==> src/verilog/dlr_pkg.sv <==
package dlr_pkg;

    // ************************************************************
    // command type and subcommand codes
    // ************************************************************
    localparam logic [7:0] TY_PIXEL = 8'h00;
    localparam logic [7:0] TY_DEPTH_PIXEL = 8'h01;
    localparam logic [7:0] TY_LINE = 8'h02;
    localparam logic [7:0] TY_XY_LINE = 8'h03;
    localparam logic [7:0] TY_PXY_LINE = 8'h04;
    localparam logic [7:0] TY_TRAP = 8'h05;
    localparam logic [7:0] TY_VTX = 8'h70;
    localparam logic [7:0] TY_PVTX = 8'h71;
    localparam logic [7:0] TY_DRAW = 8'hF0;
    localparam logic [7:0] TY_REG_LOAD = 8'hF1;
    localparam logic [7:0] TY_SYNC = 8'hFC;
    localparam logic [7:0] TY_IRQ = 8'hFD;
    localparam logic [7:0] TY_NOP = 8'hFF;
    localparam logic [7:0] SUB_PIXEL_FLUSH = 8'hC1;
    localparam logic [7:0] SUB_DEPTH_FLUSH = 8'hC2;
    localparam logic [7:0] SUB_SHAPE_START = 8'hE0;
    localparam logic [7:0] SUB_SHAPE_FILL = 8'hE1;

    // ************************************************************
    // header field positions and word counts
    // ************************************************************
    localparam int HDR_TYPE_LSB = 24;
    localparam int HDR_SUB_LSB = 16;
    localparam int HDR_VERTICAL_BLANK_FLAG_BIT = 0;
    localparam logic [1:0] VTX_CODE_TRI = 2'h2;
    localparam logic [1:0] VTX_CODE_BAD = 2'h3;
    localparam logic [7:0] WORDS_PIXEL = 8'h02;
    localparam logic [7:0] WORDS_DEPTH_PIXEL = 8'h03;
    localparam logic [7:0] WORDS_LINE = 8'h05;
    localparam logic [7:0] WORDS_XY_LINE = 8'h02;
    localparam logic [7:0] WORDS_PACKED = 8'h01;
    localparam logic [7:0] WORDS_TRAP = 8'h09;
    localparam logic [7:0] WORDS_VTX = 8'h02;

    // ************************************************************
    // register map and reset values
    // ************************************************************
    localparam logic [7:0] OFS_CTRL = 8'h00;
    localparam logic [7:0] OFS_STATUS = 8'h04;
    localparam logic [7:0] OFS_COUNT = 8'h08;
    localparam int CTRL_RUN_BIT = 0;
    localparam int ST_BUSY_BIT = 0;
    localparam int ST_SYNC_BIT = 1;
    localparam int ST_ERR_VTX_BIT = 2;
    localparam int ST_ERR_TYPE_BIT = 3;
    localparam logic RUN_RST = 1'b0;

    typedef enum logic [1:0] {
        DLR_FETCH,
        DLR_PARAM,
        DLR_SYNC,
        DLR_DRAW
    } dlr_state_e;

endpackage : dlr_pkg

==> src/verilog/dlr_cmd_decoder.sv <==
// The AHB-Lite interface to the registers and the address map were left to the implementer.
`timescale 1ns/1ps
`default_nettype none
module dlr_cmd_decoder (
    input wire logic ref_clk_i,
    input wire logic sys_rst_i,
    input wire logic clk_en_i,
    input wire logic [31:0] dl_word_i,
    input wire logic dl_valid_i,
    output logic dl_ready_o,
    input wire logic vertical_blank_flag_i,
    input wire logic raster_busy_i,
    input wire logic hsel_i,
    input wire logic [31:0] haddr_i,
    input wire logic [1:0] htrans_i,
    input wire logic hwrite_i,
    input wire logic [2:0] hsize_i,
    input wire logic [31:0] hwdata_i,
    input wire logic hready_i,
    output logic hreadyout_o,
    output logic hresp_o,
    output logic [31:0] hrdata_o,
    output logic reg_wr_o,
    output logic [15:0] reg_addr_o,
    output logic [31:0] reg_data_o,
    output logic prm_wr_o,
    output logic [3:0] prm_idx_o,
    output logic [31:0] prm_data_o,
    output logic vtx_wr_o,
    output logic [1:0] vtx_sel_o,
    output logic [15:0] vtx_x_o,
    output logic [15:0] vtx_y_o,
    output logic [15:0] bb_xmin_o,
    output logic [15:0] bb_ymin_o,
    output logic [15:0] bb_xmax_o,
    output logic [15:0] bb_ymax_o,
    output logic draw_go_o,
    output logic [7:0] draw_type_o,
    output logic [7:0] draw_sub_o,
    output logic ln_alt_o,
    output logic ln_no_end_o,
    output logic ln_pat_clr_o,
    output logic ln_anti_o,
    output logic trap_left_o
);

    typedef struct packed {
        dlr_pkg::dlr_state_e st;
        logic ready;
        logic [7:0] typ;
        logic [7:0] sub;
        logic [1:0] vsel;
        logic [7:0] cnt;
        logic [7:0] idx;
        logic [15:0] raddr;
        logic vb1;
        logic vb2;
        logic vb3;
        logic run;
        logic err_vtx;
        logic err_type;
        logic [15:0] cmds;
        logic ahb_wr;
        logic [7:0] ahb_ofs;
        logic [31:0] rdata;
        logic reg_wr;
        logic [15:0] reg_addr;
        logic [31:0] reg_data;
        logic prm_wr;
        logic [3:0] prm_idx;
        logic [31:0] prm_data;
        logic vtx_wr;
        logic [1:0] vtx_sel;
        logic [15:0] vtx_x;
        logic [15:0] vtx_y;
        logic shape_on;
        logic bb_valid;
        logic [15:0] bb_x0;
        logic [15:0] bb_y0;
        logic [15:0] bb_x1;
        logic [15:0] bb_y1;
        logic go;
        logic [7:0] go_type;
        logic [7:0] go_sub;
        logic [3:0] go_line;
        logic go_left;
    } dlr_regs_s;

    dlr_regs_s q;
    dlr_regs_s d;

    // ************************************************************
    // decode helpers
    // ************************************************************
    // words after the header; zero for header-only or unknown types
    function automatic logic [7:0] dlr_words(input logic [31:0] hdr);
        logic [7:0] n;
        n = 8'h00;
        case (hdr[31:24])
            dlr_pkg::TY_PIXEL: n = dlr_pkg::WORDS_PIXEL;
            dlr_pkg::TY_DEPTH_PIXEL: n = dlr_pkg::WORDS_DEPTH_PIXEL;
            dlr_pkg::TY_LINE: n = dlr_pkg::WORDS_LINE;
            dlr_pkg::TY_XY_LINE: n = dlr_pkg::WORDS_XY_LINE;
            dlr_pkg::TY_PXY_LINE: n = dlr_pkg::WORDS_PACKED;
            dlr_pkg::TY_TRAP: n = dlr_pkg::WORDS_TRAP;
            dlr_pkg::TY_VTX: n = dlr_pkg::WORDS_VTX;
            dlr_pkg::TY_PVTX: n = dlr_pkg::WORDS_PACKED;
            dlr_pkg::TY_REG_LOAD: n = hdr[23:16];
            default: n = 8'h00;
        endcase
        return n;
    endfunction : dlr_words

    // vertex code legal for the shape: lines allow only 00 and 01
    function automatic logic dlr_vtx_ok(input logic [1:0] code, input logic is_line);
        return (code != dlr_pkg::VTX_CODE_BAD) && !(is_line && code == dlr_pkg::VTX_CODE_TRI);
    endfunction : dlr_vtx_ok

    function automatic logic [15:0] dlr_min(input logic [15:0] a, input logic [15:0] b);
        return ($signed(a) < $signed(b)) ? a : b;
    endfunction : dlr_min

    function automatic logic [15:0] dlr_max(input logic [15:0] a, input logic [15:0] b);
        return ($signed(a) > $signed(b)) ? a : b;
    endfunction : dlr_max

    logic take;
    logic vb_rise;
    logic addr_ok;
    logic is_draw_type;
    logic is_xy;
    logic last_word;
    assign take = dl_valid_i && q.ready;
    assign vb_rise = q.vb2 && !q.vb3;
    assign addr_ok = hsel_i && hready_i && htrans_i[1];
    assign is_draw_type = (q.typ <= dlr_pkg::TY_TRAP);
    assign is_xy = (q.typ == dlr_pkg::TY_XY_LINE) || (q.typ == dlr_pkg::TY_PXY_LINE);
    assign last_word = (q.idx + 8'h01) == q.cnt;

    // ************************************************************
    // next state
    // ************************************************************
    always_comb begin
        d = q;
        d.reg_wr = 1'b0;
        d.prm_wr = 1'b0;
        d.vtx_wr = 1'b0;
        d.go = 1'b0;
        d.vb1 = vertical_blank_flag_i;
        d.vb2 = q.vb1;
        d.vb3 = q.vb2;

        // bus slave: address phase captured, write lands in data phase
        d.ahb_wr = addr_ok && hwrite_i;
        d.ahb_ofs = haddr_i[7:0];
        if (addr_ok && !hwrite_i) begin
            case (haddr_i[7:0])
                dlr_pkg::OFS_CTRL: d.rdata = {31'h0, q.run};
                dlr_pkg::OFS_STATUS: d.rdata = {28'h0, q.err_type, q.err_vtx, q.st == dlr_pkg::DLR_SYNC,
                                                q.st != dlr_pkg::DLR_FETCH};
                dlr_pkg::OFS_COUNT: d.rdata = {16'h0, q.cmds};
                default: d.rdata = 32'h0;
            endcase
        end
        if (q.ahb_wr && q.ahb_ofs == dlr_pkg::OFS_CTRL) begin
            d.run = hwdata_i[dlr_pkg::CTRL_RUN_BIT];
        end
        // write one clears; a new error in the same cycle is set below and wins
        if (q.ahb_wr && q.ahb_ofs == dlr_pkg::OFS_STATUS) begin
            if (hwdata_i[dlr_pkg::ST_ERR_VTX_BIT]) begin
                d.err_vtx = 1'b0;
            end
            if (hwdata_i[dlr_pkg::ST_ERR_TYPE_BIT]) begin
                d.err_type = 1'b0;
            end
        end

        case (q.st)
            dlr_pkg::DLR_FETCH: begin
                if (take) begin
                    // bits 15:2 only looked at as part of the TY_REG_LOAD start address in raddr
                    d.typ = dl_word_i[31:24];
                    d.sub = dl_word_i[23:16];
                    d.vsel = dl_word_i[1:0];
                    d.raddr = dl_word_i[15:0];
                    d.cnt = dlr_words(dl_word_i);
                    d.idx = 8'h00;
                    d.cmds = q.cmds + 16'h0001;
                    d.st = (dlr_words(dl_word_i) != 8'h00) ? dlr_pkg::DLR_PARAM : dlr_pkg::DLR_FETCH;
                    case (dl_word_i[31:24])
                        dlr_pkg::TY_SYNC: begin
                            if (dl_word_i[dlr_pkg::HDR_VERTICAL_BLANK_FLAG_BIT]) begin
                                d.st = dlr_pkg::DLR_SYNC;
                            end
                        end
                        dlr_pkg::TY_DRAW: begin
                            if (dl_word_i[23:16] == dlr_pkg::SUB_SHAPE_FILL
                                    || dl_word_i[23:16] == dlr_pkg::SUB_PIXEL_FLUSH
                                    || dl_word_i[23:16] == dlr_pkg::SUB_DEPTH_FLUSH) begin
                                d.st = dlr_pkg::DLR_DRAW;
                            end
                        end
                        dlr_pkg::TY_VTX, dlr_pkg::TY_PVTX: begin
                            if (dl_word_i[23:16] == dlr_pkg::SUB_SHAPE_START) begin
                                d.shape_on = 1'b1;
                                d.bb_valid = 1'b0;
                            end
                        end
                        dlr_pkg::TY_PIXEL, dlr_pkg::TY_DEPTH_PIXEL, dlr_pkg::TY_LINE, dlr_pkg::TY_XY_LINE,
                        dlr_pkg::TY_PXY_LINE, dlr_pkg::TY_TRAP, dlr_pkg::TY_REG_LOAD,
                        dlr_pkg::TY_NOP, dlr_pkg::TY_IRQ: begin
                        end
                        default: begin
                            // length of an unknown command cannot be known; skip the header only
                            d.err_type = 1'b1;
                        end
                    endcase
                end
            end
            dlr_pkg::DLR_PARAM: begin
                if (take) begin
                    d.idx = q.idx + 8'h01;
                    case (q.typ)
                        dlr_pkg::TY_REG_LOAD: begin
                            d.reg_wr = 1'b1;
                            d.reg_addr = q.raddr;
                            d.reg_data = dl_word_i;
                            d.raddr = q.raddr + 16'h0001;
                        end
                        dlr_pkg::TY_VTX: begin
                            if (q.idx == 8'h00) begin
                                d.vtx_x = dl_word_i[31:16];
                            end else begin
                                d.vtx_y = dl_word_i[31:16];
                                d.vtx_wr = dlr_vtx_ok(q.vsel, 1'b0);
                            end
                            d.vtx_sel = q.vsel;
                        end
                        dlr_pkg::TY_PVTX: begin
                            d.vtx_x = dl_word_i[15:0];
                            d.vtx_y = dl_word_i[31:16];
                            d.vtx_sel = q.vsel;
                            d.vtx_wr = dlr_vtx_ok(q.vsel, 1'b0);
                        end
                        default: begin
                            d.prm_wr = 1'b1;
                            d.prm_idx = q.idx[3:0];
                            // TY_XY_LINE fractional halves are dropped: integer coordinates only
                            d.prm_data = (q.typ == dlr_pkg::TY_XY_LINE) ? {dl_word_i[31:16], 16'h0000}
                                                                         : dl_word_i;
                        end
                    endcase
                    if ((q.typ == dlr_pkg::TY_VTX || q.typ == dlr_pkg::TY_PVTX) && last_word
                            && !dlr_vtx_ok(q.vsel, 1'b0)) begin
                        d.err_vtx = 1'b1;
                    end
                    if (last_word) begin
                        d.st = dlr_pkg::DLR_FETCH;
                        if (is_draw_type) begin
                            d.st = dlr_pkg::DLR_DRAW;
                        end
                        if (is_xy && !dlr_vtx_ok(q.vsel, 1'b1)) begin
                            d.err_vtx = 1'b1;
                            d.st = dlr_pkg::DLR_FETCH;
                        end
                    end
                end
            end
            dlr_pkg::DLR_SYNC: begin
                if (vb_rise) begin
                    d.st = dlr_pkg::DLR_FETCH;
                end
            end
            dlr_pkg::DLR_DRAW: begin
                // rasteriser still consumes the previous job's parameters
                if (!raster_busy_i) begin
                    d.go = 1'b1;
                    d.go_type = q.typ;
                    d.go_sub = q.sub;
                    d.go_line = q.sub[3:0];
                    d.go_left = q.sub[0];
                    d.st = dlr_pkg::DLR_FETCH;
                    if (q.typ == dlr_pkg::TY_DRAW && q.sub == dlr_pkg::SUB_SHAPE_FILL) begin
                        d.shape_on = 1'b0;
                    end
                end
            end
            default: begin
                d.st = dlr_pkg::DLR_FETCH;
            end
        endcase

        // grow the rectangle with the vertex being written this cycle
        if (d.vtx_wr && q.shape_on) begin
            d.bb_valid = 1'b1;
            d.bb_x0 = q.bb_valid ? dlr_min(q.bb_x0, d.vtx_x) : d.vtx_x;
            d.bb_y0 = q.bb_valid ? dlr_min(q.bb_y0, d.vtx_y) : d.vtx_y;
            d.bb_x1 = q.bb_valid ? dlr_max(q.bb_x1, d.vtx_x) : d.vtx_x;
            d.bb_y1 = q.bb_valid ? dlr_max(q.bb_y1, d.vtx_y) : d.vtx_y;
        end

        // registered ready follows the next state, so no word past the last is taken
        d.ready = d.run && (d.st == dlr_pkg::DLR_FETCH || d.st == dlr_pkg::DLR_PARAM);
    end

    // ************************************************************
    // state register
    // ************************************************************
    always_ff @(posedge ref_clk_i or posedge sys_rst_i) begin
        if (sys_rst_i) begin
            q <= '0;
            q.st <= dlr_pkg::DLR_FETCH;
            q.run <= dlr_pkg::RUN_RST;
        end else if (clk_en_i) begin
            q <= d;
        end
    end

    assign dl_ready_o = q.ready;
    assign hreadyout_o = 1'b1;
    assign hresp_o = 1'b0;
    assign hrdata_o = q.rdata;
    assign reg_wr_o = q.reg_wr;
    assign reg_addr_o = q.reg_addr;
    assign reg_data_o = q.reg_data;
    assign prm_wr_o = q.prm_wr;
    assign prm_idx_o = q.prm_idx;
    assign prm_data_o = q.prm_data;
    assign vtx_wr_o = q.vtx_wr;
    assign vtx_sel_o = q.vtx_sel;
    assign vtx_x_o = q.vtx_x;
    assign vtx_y_o = q.vtx_y;
    assign bb_xmin_o = q.bb_x0;
    assign bb_ymin_o = q.bb_y0;
    assign bb_xmax_o = q.bb_x1;
    assign bb_ymax_o = q.bb_y1;
    assign draw_go_o = q.go;
    assign draw_type_o = q.go_type;
    assign draw_sub_o = q.go_sub;
    assign ln_alt_o = q.go_line[0];
    assign ln_no_end_o = q.go_line[1];
    assign ln_pat_clr_o = q.go_line[2];
    assign ln_anti_o = q.go_line[3];
    assign trap_left_o = q.go_left;
endmodule : dlr_cmd_decoder
`default_nettype wire

==> config.mk <==
export PLATFORM = sky130hd
export DESIGN_NAME = dlr_cmd_decoder
export DESIGN_NICKNAME = d
export VERILOG_FILES = /design/src/verilog/dlr_pkg.sv /design/src/verilog/dlr_cmd_decoder.sv
export SDC_FILE = /design/constraint.sdc
export NUM_CORES = 1
export LEC_CHECK = 0
export ABC_AREA = 1
export BUFFER_PORTS_ARGS = -buffer_cell sky130_fd_sc_hd__buf_4
export CELL_PAD_IN_SITES_DETAIL_PLACEMENT = 1
export CELL_PAD_IN_SITES_GLOBAL_PLACEMENT = 1
export CORE_MARGIN = 2
export CORE_UTILIZATION = 40
export CTS_CLUSTER_DIAMETER = 120
export DETAILED_ROUTE_END_ITERATION = 10
export PLACE_DENSITY = 0.8
export SYNTH_ARGS = -nofsm -noshare
export SYNTH_HDL_FRONTEND = slang
export SYNTH_SLANG_ARGS = --single-unit
export TNS_END_PERCENT = 100
==> constraint.sdc <==
create_clock -name ref_clk_i -period 11.5 [get_ports ref_clk_i]
set_input_delay 2.3 -clock ref_clk_i [delete_from_list [all_inputs] [get_ports ref_clk_i]]
set_output_delay 2.3 -clock ref_clk_i [all_outputs]
set_load 0.02 [all_outputs]
==> results of run 1 <==
-- worst max-delay path, delay by kind of cell --
kind | cells | cell delay [ps]
AND/OR/NAND/NOR | 8 | 820
buffers and inverters | 5 | 800
adder cells (fa/ha/maj) | 1 | 330
AO/OA/AOI/OAI | 6 | 2020
-- state kept, by name, indices dropped and copies added, names as in the netlist, 2 cells and up --
register,count
hrdata_o,16
bb_ymin_o,16
vtx_x_o,16
reg_addr_o,16
vtx_y_o,16
prm_idx_o,4
bb_xmax_o,16
vtx_sel_o,2
prm_data_o,32
bb_ymax_o,16
bb_xmin_o,16
d,2
reg_data_o,32
draw_type_o,8
q,83
draw_sub_o,8
-- logic make-up after synthesis --
kind of cell / after synthesis / share of synthesized area [%]
other: 2 / 0.0459
multiplexers: 8 / 0.528
XOR/XNOR: 26 / 1.39
AND/OR/NAND/NOR: 698 / 18.2
AO/OA/AOI/OAI: 350 / 12.1
buffers and inverters: 466 / 16.2
flip-flops: 304 / 46.5
adder cells (fa/ha/maj): 66 / 5.05
-- final timing paths --
path / slack, ps / from / depth (start not counted) / endpoint
worst min-delay path: 470 / q[242] / 2 / q[242]
worst min register to register: 470 / q[242] / 2 / q[242]
max in group asynchronous: 8330 / sys_rst_i / 3 / bb_xmax_o[2]
worst max register to register: 6290 / q[288] / 21 / bb_ymax_o[8]
min in group asynchronous: 1860 / sys_rst_i / 2 / prm_idx_o[2]
worst max-delay path: 5610 / dl_valid_i / 20 / bb_ymax_o[8]
-- metal layers --
metal | GRT usage, % | wire [um] | part of all wire [%]
met3 | 4.64 | 2830 | 5.6
met2 | 39.8 | 24100 | 48
met1 | 31.2 | 21900 | 43
met4 | 7.86 | 1610 | 3.2
met5 | 0 | 0 | 0
-- cell usage in the layout, fill, tap and decap left out, types with 4 or more instances in the layout --
cell type and count:
o31ai_1 9, nand3_1 75, nor2_1 64, o22ai_1 15, nand4_1 18, a21oi_1 45, buf_4 288, ha_1 66
clkbuf_16 37, o211ai_1 8, clkbuf_8 7, inv_1 159, clkbuf_1 11, nor2_2 5, xor2_1 23, inv_2 6
nand2_1 458, nand2_2 16, conb_1 18, nand3b_1 16, a32oi_1 9, nor3_1 29, mux2_2 5, o21ai_0 224
nor4_1 10, a211oi_1 4, dfrtp_1 304, a221oi_1 16
-- synth_stat cells, types with 2 or more instances --
cell type	number	area [um^2]
a211oi_1	4	30.0
a21oi_1	45	225
a221oi_1	16	140
a22oi_1	2	15.0
a31oi_1	3	18.8
a32oi_1	9	78.8
buf_1	2	7.51
buf_2	5	25.0
buf_4	233	1750
clkbuf_1	55	206
clkinv_1	3	11.3
conb_1	2	7.51
dfrtp_1	304	7610
ha_1	66	826
inv_1	160	601
inv_2	6	22.5
mux2_2	5	56.3
mux2i_1	3	30.0
nand2_1	459	1720
nand2_2	15	93.8
nand2_4	2	22.5
nand3_1	75	375
nand3_2	3	30.0
nand3b_1	16	120
nand4_1	18	113
nor2_1	64	240
nor2_2	5	31.3
nor3_1	29	145
nor4_1	10	62.6
o211ai_1	8	60.1
o21a_1	2	15.0
o21ai_0	226	1130
o22ai_1	15	93.8
o31ai_1	9	67.6
o41ai_1	2	17.5
xnor2_1	3	26.3
xor2_1	23	201
-- power breakdown --
| group | switching [mW] | total (mW) | internal, mW | leakage (nW) |
|---|---|---|---|---|
| combinational | 0.512 | 0.793 | 0.282 | 5.01 |
| sequential | 0.139 | 1.39 | 1.25 | 4.03 |
| clock | 0.451 | 1.13 | 0.682 | 0.568 |
| total | 1.10 | 3.32 | 2.21 | 9.61 |
-- metrics by stage --
step	power (mW)	setup slack [ps]	instances	utilization, %
3_5_place_dp	2.20	5110	2460	42.5
2_1_floorplan	1.98	797	1936	-
5_1_grt	3.50	5240	2522	45.3
3_3_place_gp	2.15	5210	2460	42.5
4_1_cts	3.35	5670	2522	45.3
6_report	3.32	5610	2522	45.3
-- area by class of cell --
cell class / instances / area, um^2 / share of cell area (%)
clock buffer: 55 / 1060 / 5.77
clock inverter: 7 / 92.6 / 0.503
inverter: 169 / 642 / 3.48
multi-input combinational: 1166 / 6170 / 33.5
sequential: 304 / 7610 / 41.3
tap: 532 / 666 / 3.61
timing repair buffer: 289 / 2180 / 11.8
==> results.ini, run 1 <==
[timing]
rsz0062_at_grt = false
slew_violations = 0
hold_viol_final = 0
finalWorstPathRequiredPeriod_ps = 5890
fin_worst_skew_ps = 18.0
relSlewSlack_pct = 29.0
fin_setup_tns_ps = 0
finalCritPeriodShare_pct = 51.2
whs_ps = 471
tightest_slew_ps = 1060
fmax_mhz = 170
setup_viol = 0

[floorplanning]
die_x_um = 206
die_y_um = 206
io_pins = 352
die_area_mm2 = 0.0425
initial_core_util_pct = 40.3
row_count = 74
core-area_mm2 = 0.0406

[worst_setup_path]
cp_common_cell = nand2_1
critPathRequiredTime_ps = 11900
cp_cell_sequence = buf_4 -> nand2_1 -> inv_1 -> nand2_2 -> a21oi_4 -> nand2_1 -> o22ai_1 -> inv_1 -> ha_1 -> nand2_1 -> inv_1 -> a221oi_1 -> o211ai_1 -> nand2_1 -> nand2_1 -> nand2_1 -> nand3_1 -> o21ai_1 -> buf_4 -> o21ai_0
crit_fanout = 22
end_kind = register
criticalPathCategory = in -> reg
crit_slowest_cell = o21ai_1
cp-start-kind = primary input
arrival_ps = 6290
crit_path_max_incr_delay_ps = 580

[final_layout]
area_growth_pct = 12.6
num_antenna_cells = 0
stdcell_area_mm2 = 0.0184
finalNetCount = 2143
num-fill-cells = 4804
drive_gt1_share_pct = 19.2

[global_routing]
grt_pass1_wl_mm = 77.8
antenna_found_initial = 0
grt_start_max_net_pins = 151
overflow = 0
grt_pass1_vias = 13800
grtUsageTotal_pct = 23.9

[clock_network]
cts_tree = yes
cts_root_buffer = clkbuf_16
clockBufferDepth = 3
cts_resized = 0
clock_latency_ps = 540
post_cts_buffers = 0
ctsHoldBuffers = 0
htree_levels = 2
clkSinkCount = 304
path_clk_slew_ps = 60
cts-buffers-inserted = 37

[pwr]
leakagePower_nw = 9.61
worst_ir_drop_vdd_v = 0.0000901
powerDensity_mw_per_mm2 = 180

[flow_run]
drv_cap = 0

[routing]
drt_iter0_markers = 725
drt_wl_total_mm = 50.4
first_pass_iters = 5
final_antenna_net_count = 0
viasPerCell = 5.24
post_drt_wl_per_cell_um = 20.0
drcViolationCount = 0
via_count = 13200

[yosys]
synth-main-ff-cell = dfrtp_1
ys_ff_latch = 304
postSynth.asyncResetShare_pct = 100
synth_edf_count = 0
yosysSeqAreaShare_pct = 46.5
synth_area_mm2 = 0.0164
ys_warn_count = 0
ys_types = 50
syn_inst = 1920
syn_avg_cell_area_um2 = 8.52

[status]
status = finished clean

[placed_design]
postPlaceCellArea_mm2 = 0.0173
io_buffers = 276
gp_congestion = 0.863
dp_hpwl_mm = 37.6

[hold_path]
hold_path.class = reg -> reg

Note: power is estimated with default switching activity, not from simulation.
==> run 2, diff against run 1 <==
--- a/config.mk
+++ b/config.mk
@@ -5,7 +5,7 @@
 export SDC_FILE = /design/constraint.sdc
 export NUM_CORES = 1
 export LEC_CHECK = 0
-export ABC_AREA = 1
+export ABC_AREA = 0
 export BUFFER_PORTS_ARGS = -buffer_cell sky130_fd_sc_hd__buf_4
 export CELL_PAD_IN_SITES_DETAIL_PLACEMENT = 1
 export CELL_PAD_IN_SITES_GLOBAL_PLACEMENT = 1
@@ -13,7 +13,7 @@
 export CORE_UTILIZATION = 40
 export CTS_CLUSTER_DIAMETER = 120
 export DETAILED_ROUTE_END_ITERATION = 10
-export PLACE_DENSITY = 0.8
+export PLACE_DENSITY = 0.77
 export SYNTH_ARGS = -nofsm -noshare
 export SYNTH_HDL_FRONTEND = slang
 export SYNTH_SLANG_ARGS = --single-unit
==> constraint.sdc (replaced) <==
create_clock -name ref_clk_i -period 6.1 [get_ports ref_clk_i]
set_input_delay 1.22 -clock ref_clk_i [delete_from_list [all_inputs] [get_ports ref_clk_i]]
set_output_delay 1.22 -clock ref_clk_i [all_outputs]
set_load 0.02 [all_outputs]
==> results.ini, run 2 <==
[placed_design]
placed_cells = 2158  ; -12%
gp_congestion = 0.871  ; +0.88%
dp_hpwl_mm = 35.9  ; -4.5%
io_buffers = 276  ; unchanged

[timing]
finalCritPeriodShare_pct = 84.3
fin_setup_tns_ps = 0  ; unchanged
fin_worst_skew_ps = 15.7  ; -2.30 ps
setup_viol = 0  ; unchanged
slew_violations = 0  ; unchanged
finalWorstPathRequiredPeriod_ps = 5150
tightest_slew_ps = 1200  ; +134 ps
rsz0062_at_grt = false
relSlewSlack_pct = 20.2  ; -8.7 points
fmax_mhz = 194
hold_viol_final = 0  ; unchanged

[routing]
wl_met3_mm = 3.05  ; +7.9%
drcViolationCount = 0  ; unchanged
drt_wl_total_mm = 49.5  ; -1.9%
viasPerCell = 5.40  ; +2.9%
first_pass_iters = 5  ; unchanged
top_layer_used = met5
wl_met1_mm = 20.5  ; -6.5%
drt_iter0_markers = 605  ; -17%
via_count = 12000  ; -9.4%
final_antenna_net_count = 0  ; unchanged
routed-wl-met2_mm = 24.5  ; +1.9%
post_drt_wl_per_cell_um = 22.3  ; +11%

[yosys]
ys_warn_count = 0  ; unchanged
synth_common_cells = dfrtp_1, buf_4, nand2_1
yosysSeqAreaShare_pct = 46.2  ; -0.31 points
synth.most_common_cell = dfrtp_1
synth_area_mm2 = 0.0165  ; +0.68%
postSynth.asyncResetShare_pct = 100  ; unchanged
synth_edf_count = 0  ; unchanged
synth-main-ff-cell = dfrtp_1
synth_area_leaders = dfrtp_1, buf_4, mux2_2, ha_1, nand2_1
ys_ff_latch = 304  ; unchanged
ys_types = 68  ; +36%
syn_inst = 1602  ; -17%
netlist.area_leader.share_pct = 46.2  ; -0.31 points
syn_avg_cell_area_um2 = 10.3  ; +21%
yosysTopAreaCell = dfrtp_1

[clock_network]
clock_latency_ps = 540  ; about the same
cts-buffers-inserted = 37  ; unchanged
clockBufferDepth = 3  ; unchanged
clkSinkCount = 304  ; unchanged
cts_tree = yes
cts_resized = 0  ; unchanged
path_clk_slew_ps = 60  ; about the same
cts_root_buffer = clkbuf_16
post_cts_buffers = 0  ; unchanged
ctsHoldBuffers = 0  ; unchanged
htree_levels = 2  ; unchanged

[pwr]
worst_ir_drop_vdd_v = 0.000251  ; +180%
power_mw = 4.84  ; +46%
powerDensity_mw_per_mm2 = 259  ; +44%
leakagePower_nw = 9.44  ; -1.8%

[hold_path]
hold_start = q[265]
hold_path.class = reg -> reg

[worst_setup_path]
arrival_ps = 5570  ; -720 ps
end_kind = register
cp-start-kind = register
startpoint = q[288]
crit_slowest_cell = and3_1
critPathRequiredTime_ps = 6520  ; -5380 ps
cp_cell_sequence = inv_1 -> ha_1 -> or4b_4 -> nor2_4 -> a22oi_1 -> o21ai_0 -> inv_1 -> ha_1 -> and4_1 -> o2111ai_1 -> o211ai_1 -> nand2_1 -> o211ai_1 -> and3_1 -> mux2_2
r2r-start = q[288]
crit_fanout = 19  ; -14%
reg2reg_slack_ps = 950  ; -5340 ps
criticalPathCategory = reg -> reg
crit_path_max_incr_delay_ps = 870  ; +290 ps

[final_layout]
layout_commonest_cell = dfrtp_1
largest_register = q
area_growth_pct = 13.4
fin_cells = 2222  ; -12%
fin_util_pct = 45.8  ; +0.52 points
drive_gt1_share_pct = 30.0  ; +11 points
largest_register_ffs = 83  ; unchanged
final_cell_mix = dfrtp_1, buf_4, nand2_1
finalNetCount = 1841  ; -14%

[global_routing]
grtUsageTotal_pct = 23.3  ; -0.60 points
grt_pass1_wl_mm = 75.5  ; -2.9%
grt_pass1_vias = 12700  ; -7.8%
overflow = 0  ; unchanged
grt_start_max_net_pins = 168  ; +11%
antenna_found_initial = 3  ; +3

[floorplanning]
die_area_mm2 = 0.0428  ; +0.67%
die_y_um = 207  ; +0.33%
io_pins = 352  ; unchanged
die_x_um = 207  ; +0.33%
initial_core_util_pct = 40.4  ; +0.18 points
row_count = 74  ; unchanged
core-area_mm2 = 0.0407  ; +0.23%

[flow_run]
drv_cap = 0  ; unchanged

[status]
status = finished clean

-- run 2: final cells by class --
type                       instances  area, um^2
antenna                            1        2.50
clock buffer                      55        1100
clock inverter                     8        67.6
fill                            4538       22100
inverter                          69         263
multi-input combinational        949        6670
sequential                       304        7610
tap                              532         666
timing repair buffer             304        2290
-- run 2: critical path: cells and delay by family (launching register included) --
| kind | cells | cell delay, ps |
|---|---|---|
| AO/OA/AOI/OAI | 5 | 1180 |
| adder cells (fa/ha/maj) | 2 | 510 |
| buffers and inverters | 2 | 250 |
| flip-flops | 1 | 460 |
| multiplexers | 1 | 410 |
| AND/OR/NAND/NOR | 5 | 2200 |
-- run 2: report_power, final --
part	internal, mW	total [mW]	leakage, nW	switching, mW
Sequential	2.07	2.13	3.96	0.0552
Clock	1.29	2.15	0.581	0.864
Combinational	0.214	0.567	4.89	0.353
Total	3.57	4.84	9.44	1.27
-- run 2: worst paths after layout --
kind,depth (start not counted),end
worst max-delay path,15,bb_xmin_o[13]
worst min-delay path,1,q[265]
worst max register to register,15,bb_xmin_o[13]
worst min register to register,1,q[265]
max in group asynchronous,3,bb_ymax_o[3]
min in group asynchronous,2,prm_data_o[4]
-- run 2: cell families (layout without fill, tap and decap cells) --
| logic type | after synthesis | in the layout | share of synthesized area (%) |
|---|---|---|---|
| AOI/OAI and AO/OA | 276 | 276 | 10.4 |
| xor gates and xnor gates | 29 | 29 | 1.54 |
| adders and majority gates | 66 | 66 | 5.01 |
| buffers and inverters | 365 | 436 | 13.8 |
| DFF | 304 | 304 | 46.2 |
| muxes | 173 | 173 | 11.7 |
| other | 2 | 19 | 0.0456 |
| and+or+nand+nor | 387 | 387 | 11.3 |
-- run 2: layer usage --
metal,vias up,track usage (%)
met4,4,7.09
li1,5422,-
met5,-,0
met1,6160,28.8
met3,95,6.09
met2,307,39.8
-- run 2: through the flow --
step | worst slack (ps) | hold WS, ps | cell area, um^2
after floorplan | 837 | 439 | 16500
after global placement | 789 | 461 | 17500
after detailed placement | 615 | 467 | 17500
after CTS | 959 | 475 | 18700
after global routing | 660 | 502 | 18700
final | 955 | 474 | 18700
